===== src/sensor_setup_pkg.sv =====
// constants for the sensor setup word, its serial port and the self-test stepper
// assumes one 200 MHz system clock and a host that frames 16-bit words with a select line
// How it works
// - bit 15 picks temperature mode, 14 current route, 13:12 current, 11 gain.
// - with self-test enable clear, common level stays put and the pin is ignored.
// - enabled, first rising pin edge starts the upward step; second ends it.
// - third rising edge starts the downward step; fourth ends it and halts.
// - after halting, edges are ignored until self-test enable is written 1 again.
// - each step moves the common level by about five percent of reference.
`default_nettype none

package sensor_setup_pkg;
    localparam int          WORD_W          = 16;
    localparam logic [15:0] SETUP_RESET     = 16'h0000;
    // field positions inside the setup word
    localparam int          MEASURE_BIT     = 15;
    localparam int          ROUTE_BIT       = 14;
    localparam int          CURRENT_HI      = 13;
    localparam int          CURRENT_LO      = 12;
    localparam int          GAIN_BIT        = 11;
    localparam int          COMMON_HI       = 10;
    localparam int          COMMON_LO       = 8;
    localparam int          OUT_COMMON_BIT  = 7;
    localparam int          SELFTEST_BIT    = 6;
    // current codes and gain
    localparam logic [1:0]  CURRENT_100UA   = 2'h0;
    localparam logic [1:0]  CURRENT_1MA     = 2'h2;
    localparam int          GAIN_HIGH_VV    = 10;
    // self-test step size, percent of reference, signed
    localparam logic signed [7:0] STEP_PCT  = 8'sh05;
    localparam int          SYNC_STAGES     = 2;

    typedef enum logic [2:0] {
        ST_IDLE,
        ST_ARMED,
        ST_STEP_UP,
        ST_GAP,
        ST_STEP_DOWN,
        ST_HALTED
    } stepper_state_t;
endpackage : sensor_setup_pkg

`default_nettype wire


===== src/sensor_setup_core.sv =====
// setup word with its serial port, plus the common-mode self-test stepper
// assumes serial mode 0, MSB first, 16 bits per frame, word taken at select release;
// the stimulus pin is shared with serial data out and is only watched while select is high;
// stepping is paced by synchronised pin edges alone, the analog shift itself lives elsewhere
`default_nettype none

module sensor_setup_core
    import sensor_setup_pkg::*;
(
    input  wire logic              clk,
    input  wire logic              reset_n,
    input  wire logic              sclk,
    input  wire logic              select_n,
    input  wire logic              sdi,
    input  wire logic              serial_out_stimulus_pin_in,
    output logic                   serial_out_stimulus_pin_out,
    output logic                   serial_out_stimulus_pin_oe,
    output logic [WORD_W-1:0]      sensor_setup_word,
    output logic                   measure_select,
    output logic                   current_route_select,
    output logic [1:0]             current_level_select,
    output logic                   gain_high,
    output logic [2:0]             common_level_field,
    output logic                   output_common_select,
    output logic                   selftest_enable,
    output logic                   cm_step_up,
    output logic                   cm_step_down,
    output logic signed [7:0]      cm_shift_pct,
    output logic                   selftest_halted
);
    logic [3:0] lvl;
    logic [3:0] rise;
    logic [3:0] fall;

    // lanes: 0 sclk, 1 select (inverted), 2 sdi, 3 stimulus pin; select goes in inverted
    // so its reset level matches the idle pin and no false frame end follows reset
    pin_sync #(.WIDTH(4)) u_sync (
        .clk     (clk),
        .reset_n (reset_n),
        .pin_in  ({serial_out_stimulus_pin_in, sdi, ~select_n, sclk}),
        .level   (lvl),
        .rise    (rise),
        .fall    (fall)
    );

    // edge pulses and levels from the synchroniser, named for the frame and stepper logic
    logic            sclk_rise;
    logic            sclk_fall;
    logic            sel_active;
    logic            sel_start;
    logic            sel_end;
    logic            sdi_lvl;
    logic            stim_rise;
    assign sclk_rise  = rise[0];
    assign sclk_fall  = fall[0];
    assign sel_active = lvl[1];
    assign sel_start  = rise[1];
    assign sel_end    = fall[1];
    assign sdi_lvl    = lvl[2];
    // falling edges of the pin are never looked at by the stepper
    assign stim_rise  = rise[3] & ~lvl[1];

    // serial shift in: bits are taken only inside a frame
    logic [WORD_W-1:0] shift_reg;
    logic [4:0]        bit_cnt_reg;

    // one frame is exactly one word; the count saturates one past it so that a long
    // frame can never wrap back round to a valid length
    localparam logic [4:0] FRAME_BITS = 5'(WORD_W);
    localparam logic [4:0] FRAME_OVER = 5'(WORD_W + 1);

    // sample data on rising serial clock inside the frame;
    // a fresh frame restarts the count and shifts all sixteen bits anew
    always_ff @(posedge clk or negedge reset_n) begin
        if (!reset_n) begin
            shift_reg   <= '0;
            bit_cnt_reg <= 5'h00;
        end else if (sel_start) begin
            bit_cnt_reg <= 5'h00;
        end else if (sel_active && sclk_rise) begin
            shift_reg <= {shift_reg[WORD_W-2:0], sdi_lvl};
            if (bit_cnt_reg != FRAME_OVER) begin
                bit_cnt_reg <= bit_cnt_reg + 5'h01;
            end
        end
    end

    // a frame counts only with exactly 16 clocks; short or long frames are dropped;
    // the write lands about three clocks after select rises, once the last bit is in
    logic word_write;
    assign word_write = sel_end && (bit_cnt_reg == FRAME_BITS);

    // setup word register
    // a dropped frame leaves the old word and its decode untouched
    always_ff @(posedge clk or negedge reset_n) begin
        if (!reset_n) begin
            sensor_setup_word <= SETUP_RESET;
        end else if (word_write) begin
            sensor_setup_word <= shift_reg;
        end
    end

    // decoded analog controls, registered so each output leaves a flop
    // reserved bits live only in the word and are read back as written
    always_ff @(posedge clk or negedge reset_n) begin
        if (!reset_n) begin
            measure_select       <= SETUP_RESET[MEASURE_BIT];
            current_route_select <= SETUP_RESET[ROUTE_BIT];
            current_level_select <= SETUP_RESET[CURRENT_HI:CURRENT_LO];
            gain_high            <= SETUP_RESET[GAIN_BIT];
            common_level_field   <= SETUP_RESET[COMMON_HI:COMMON_LO];
            output_common_select <= SETUP_RESET[OUT_COMMON_BIT];
            selftest_enable      <= SETUP_RESET[SELFTEST_BIT];
        end else if (word_write) begin
            measure_select       <= shift_reg[MEASURE_BIT];
            current_route_select <= shift_reg[ROUTE_BIT];
            current_level_select <= shift_reg[CURRENT_HI:CURRENT_LO];
            gain_high            <= shift_reg[GAIN_BIT];
            // taken as written; keeping the pH value is the host's job
            common_level_field   <= shift_reg[COMMON_HI:COMMON_LO];
            output_common_select <= shift_reg[OUT_COMMON_BIT];
            selftest_enable      <= shift_reg[SELFTEST_BIT];
        end
    end

    // serial shift out on the shared pin
    logic [WORD_W-1:0] out_shift_reg;

    // read back the current word; next bit launched on falling serial clock, so the host
    // samples a settled bit; the pin is released outside a frame for the stimulus edges
    always_ff @(posedge clk or negedge reset_n) begin
        if (!reset_n) begin
            out_shift_reg               <= '0;
            serial_out_stimulus_pin_out <= 1'b0;
            serial_out_stimulus_pin_oe  <= 1'b0;
        end else if (sel_start) begin
            out_shift_reg               <= {sensor_setup_word[WORD_W-2:0], 1'b0};
            serial_out_stimulus_pin_out <= sensor_setup_word[WORD_W-1];
            serial_out_stimulus_pin_oe  <= 1'b1;
        end else if (sel_end) begin
            serial_out_stimulus_pin_oe  <= 1'b0;
            serial_out_stimulus_pin_out <= 1'b0;
        end else if (sel_active && sclk_fall) begin
            serial_out_stimulus_pin_out <= out_shift_reg[WORD_W-1];
            out_shift_reg               <= {out_shift_reg[WORD_W-2:0], 1'b0};
        end
    end

    // self-test stepper
    stepper_state_t state_reg;
    logic [1:0]     step_cnt_reg;

    // stepping order keyed on how many counted edges came before; state and count move
    // together, so the fourth edge wraps the count to zero exactly as the sequence halts
    function automatic stepper_state_t next_step_state(input logic [1:0] count);
        stepper_state_t next_state;
        case (count)
            2'h0:    next_state = ST_STEP_UP;
            2'h1:    next_state = ST_GAP;
            2'h2:    next_state = ST_STEP_DOWN;
            2'h3:    next_state = ST_HALTED;
            default: next_state = ST_IDLE;
        endcase
        return next_state;
    endfunction : next_step_state

    // signed shift of the common level; idle, gap and halt all sit at the programmed level
    function automatic logic signed [7:0] shift_for_state(input stepper_state_t st_in);
        logic signed [7:0] shift;
        case (st_in)
            ST_STEP_UP:   shift = STEP_PCT;
            ST_STEP_DOWN: shift = -STEP_PCT;
            default:      shift = 8'sh00;
        endcase
        return shift;
    endfunction : shift_for_state

    // any accepted word rewrites the enable, which restarts the count from zero;
    // once halted the count stands still until such a rewrite arrives
    always_ff @(posedge clk or negedge reset_n) begin
        if (!reset_n) begin
            state_reg    <= ST_IDLE;
            step_cnt_reg <= 2'h0;
        end else if (word_write) begin
            step_cnt_reg <= 2'h0;
            state_reg    <= shift_reg[SELFTEST_BIT] ? ST_ARMED : ST_IDLE;
        end else if (!selftest_enable) begin
            state_reg    <= ST_IDLE;
            step_cnt_reg <= 2'h0;
        end else if (stim_rise) begin
            case (state_reg)
                ST_ARMED, ST_STEP_UP, ST_GAP, ST_STEP_DOWN: begin
                    state_reg    <= next_step_state(step_cnt_reg);
                    step_cnt_reg <= step_cnt_reg + 2'h1;
                end
                ST_HALTED: begin
                    state_reg <= ST_HALTED;
                end
                default: begin
                    state_reg <= ST_IDLE;
                end
            endcase
        end
    end

    // step outputs follow the state one cycle later, glitch free from flops
    // the halt flag stays up until a word rewrite moves the state on
    always_ff @(posedge clk or negedge reset_n) begin
        if (!reset_n) begin
            cm_step_up      <= 1'b0;
            cm_step_down    <= 1'b0;
            cm_shift_pct    <= 8'sh00;
            selftest_halted <= 1'b0;
        end else begin
            cm_step_up      <= (state_reg == ST_STEP_UP);
            cm_step_down    <= (state_reg == ST_STEP_DOWN);
            selftest_halted <= (state_reg == ST_HALTED);
            // a step cut short by a rewrite falls back to zero one cycle after the state
            cm_shift_pct    <= shift_for_state(state_reg);
        end
    end
endmodule : sensor_setup_core

`default_nettype wire


===== src/pin_sync.sv =====
// two-flop synchroniser with rise and fall detection, one lane per bit
// assumes asynchronous pins; edge pulses are one clk cycle long
`default_nettype none

module pin_sync
    import sensor_setup_pkg::*;
#(
    parameter int WIDTH = 1
) (
    input  wire logic             clk,
    input  wire logic             reset_n,
    input  wire logic [WIDTH-1:0] pin_in,
    output logic      [WIDTH-1:0] level,
    output logic      [WIDTH-1:0] rise,
    output logic      [WIDTH-1:0] fall
);
    logic [WIDTH-1:0] meta_reg;
    logic [WIDTH-1:0] sync_reg;
    logic [WIDTH-1:0] last_reg;

    // first stage is read only by the second stage
    always_ff @(posedge clk or negedge reset_n) begin
        if (!reset_n) begin
            meta_reg <= '0;
            sync_reg <= '0;
            last_reg <= '0;
        end else begin
            meta_reg <= pin_in;
            sync_reg <= meta_reg;
            last_reg <= sync_reg;
        end
    end

    assign level = sync_reg;
    assign rise  = sync_reg & ~last_reg;
    assign fall  = ~sync_reg & last_reg;
endmodule : pin_sync

`default_nettype wire


===== config.mk =====
export PLATFORM = sky130hd
export DESIGN_NAME = sensor_setup_core
export DESIGN_NICKNAME = d
export VERILOG_FILES = /design/src/sensor_setup_pkg.sv /design/src/sensor_setup_core.sv /design/src/pin_sync.sv
export SDC_FILE = /design/constraint.sdc
export NUM_CORES = 1
export LEC_CHECK = 0
export BUFFER_PORTS_ARGS = -buffer_cell sky130_fd_sc_hd__buf_2
export CAP_MARGIN = 20
export CORE_AREA = 2 2 85 87
export CTS_CLUSTER_SIZE = 30
export DETAILED_ROUTE_END_ITERATION = 16
export DIE_AREA = 0 0 87 89
export GPL_TIMING_DRIVEN = 0
export PLACE_DENSITY = 0.76
export SLEW_MARGIN = 20
export SYNTH_ARGS = -nofsm -noshare
export SYNTH_HDL_FRONTEND = slang
export SYNTH_SLANG_ARGS = --single-unit

===== constraint.sdc =====
create_clock -name clk -period 1.6 [get_ports clk]
set_input_delay 0.08 -clock clk [delete_from_list [all_inputs] [get_ports clk]]
set_output_delay 0.08 -clock clk [all_outputs]
set_load 0.005 [all_outputs]

==> run summary <==
most frequent cells in the layout = dfrtp_1, buf_2, mux2_2
dpl hpwl = 3835 um
Lkg Pwr = 2.192 nW
WL final = 6476 um
Final Cycle Share = 99.73%
drt drc = 0
Clk Latency, worst-skew pair = 0.35 ns
Yosys cell types = 41
final net count = 344
status = completed
final setup violating endpoints = 0
MaxCap Viol Count = 0
die area = 7743 um^2
DR vias/cell = 5.331
CTS Buf Count = 9
clock slew at the register clock pins of the worst setup and hold paths = 0.07 ns
Peak supply drop = 0.6639 mV
Final ANT Viol Nets = 0
Buffers on Ports = 44
Sequential cell area = 1879 um^2
cell count after synthesis = 249
Primary FF master, synth = dfrtp_1
largest net degree at the start of global routing = 41
first-pass GRT wire length = 10210 um
final hold slack = 0.2267 ns
Post-synth EDFFs = 0
most common cell after layout, fill and taps aside = dfrtp_1
CTS max path bufs = 2
unrepaired setup endpoints after global routing = yes
DR WL/cell = 15.64 um
Worst Hold Class = input port to asynchronous set/reset pin
clk sinks = 75
Cell Rows = 30
DR iter-0 viols = 115
Diodes inserted = 0
Slew Limit Fails = 0
Layout Cells excl Fill = 414
CTS tree = done
sequential share of the synthesized area = 55.76%
# fillers = 484
Die X = 87 um
Critical Path Sink Type = flip-flop
DR vias = 2207
Placed Cells incl. Taps = 374
Fin. Hold Viols = 0
worst-path maximum fanout = 5
Slew @ Worst Pin = 0.4640 ns
total track usage = 17.48%
Setup TNS = 0 ns
layout cells sized above 1 = 54.19%
Clock Skew = 0.009394 ns
flop2flop setup slack = 0.004 ns
Critical Path RT = 1.83 ns
crit path kind = flip-flop to flip-flop
Mapped Nets = 264
Ports = 45
fmax = 626.7 MHz
Initial Utilization = 50.09%
Slew headroom = 69.07%
# H-tree levels = 3
synthesized cell area = 3366 um^2
type of origin of the critical path = flip-flop
die height = 89 um
drt pass-1 iters = 4
Power Dens Cells = 917.8 nW/um^2
Final Util = 64.21%
Worst EP arrival = 1.82 ns
Syn Area/Cell = 13.52 um^2
Area Overhead vs Synth = 28.18%
antenna violations before repair = 0
yosys warns = 0
global route overflow = 0
Tmin final = 1.596 ns
Floorplan Core Area = 6719 um^2
Async S/R FF share, synth = 100.0%
root buf cell = clkbuf_8
routability cong. = 0.8491
Synth Register Bits = 75
vias in the first global route = 2113
Multi-input gate area = 1359 um^2
area by class of cell:
cell class                      instances  share of cell area [%]
Sequential cell                        75                   43.56
Multi-Input combinational cell        137                   31.50
Timing Repair Buffer                   71                   11.86
Buffer                                 24                   4.814
Clock buffer                           12                   3.828
Tap cell                               80                   2.320
Clock inverter                          4                   1.102
Inverter                               11                   1.015
metrics by stage:
stage,instance area [um^2],power [mW],setup WS [ns]
final,4314,3.960,0.004339
after global routing,4314,4.143,-0.07573
after CTS,4182,3.968,0.001026
after detailed placement,3727,2.371,-0.2575
after global placement,3705,2.347,-0.2216
after floorplan,3385,2.254,-0.008456
worst max-delay path, stage by stage, from the launching register on:
cell	delay [ns]
dfrtp_1	0.39
inv_2	0.08
ha_4	0.23
inv_4	0.06
a21oi_4	0.23
buf_6	0.17
mux2_4	0.30
power by group:
part / internal [mW] / switching, mW
clock network: 0.843 / 0.693
registers: 2.00 / 0.0746
logic: 0.194 / 0.158
path summary, 6_finish.rpt:
kind	startpoint	end	cells past startpoint
setup / recovery	u_sync.last_reg[1]$_DFF_PN0_	out_shift_reg[3]$_DFFE_PN0P_	6
hold / removal	reset_n	u_sync.meta_reg[1]$_DFF_PN0_	2
setup reg to reg	u_sync.last_reg[1]$_DFF_PN0_	out_shift_reg[3]$_DFFE_PN0P_	6
hold reg to reg	u_sync.meta_reg[0]$_DFF_PN0_	u_sync.level[0]$_DFF_PN0_	0
max in group asynchronous	reset_n	shift_reg[5]$_DFFE_PN0P_	3
min in group clk	u_sync.meta_reg[0]$_DFF_PN0_	u_sync.level[0]$_DFF_PN0_	0
Yosys cell counts, types with 3 or more instances:
library cell | count | share of area [%]
mux2_2 | 49 | 16
a21oi_1 | 8 | 1.2
dfrtp_1 | 75 | 56
buf_4 | 18 | 4.0
mux2_4 | 10 | 4.5
inv_1 | 11 | 1.2
o21ai_0 | 6 | 0.89
ha_1 | 9 | 3.3
clkbuf_1 | 3 | 0.33
nand2_1 | 12 | 1.3
nor3b_1 | 4 | 0.89
nor2_1 | 5 | 0.56
or3_1 | 3 | 0.56
nand4_1 | 3 | 0.56
layer usage:
| layer | up-vias | GRT usage (%) | wire length [um] |
|---|---|---|---|
| met5 | - | 0 | 0 |
| met2 | 55 | 27.55 | 3156 |
| met1 | 1122 | 23.11 | 2965 |
| li1 | 1017 | - | - |
| met4 | 0 | 8.523 | 140 |
| met3 | 13 | 3.786 | 214 |
kinds of logic (layout without fill, tap and decap cells):
kind of cell	Yosys count	in the layout	share of synthesized area, %
AOI/OAI and AO/OA	28	28	5.502
DFF	75	75	55.76
and+or+nand+nor	40	40	7.100
muxes	60	60	21.15
buffers and inverters	37	122	7.138
adders and majority gates	9	9	3.346
timing repair:
action                                 CTS  global route
setup buffers                           12             6
gates cloned                             2             1
hold buffers                             5             0
resized for setup                       21            20
pin swaps                                6             5
setup endpoints to repair               48            41
endpoints found under the hold margin   39             0
(Power assumes the default switching activity.)
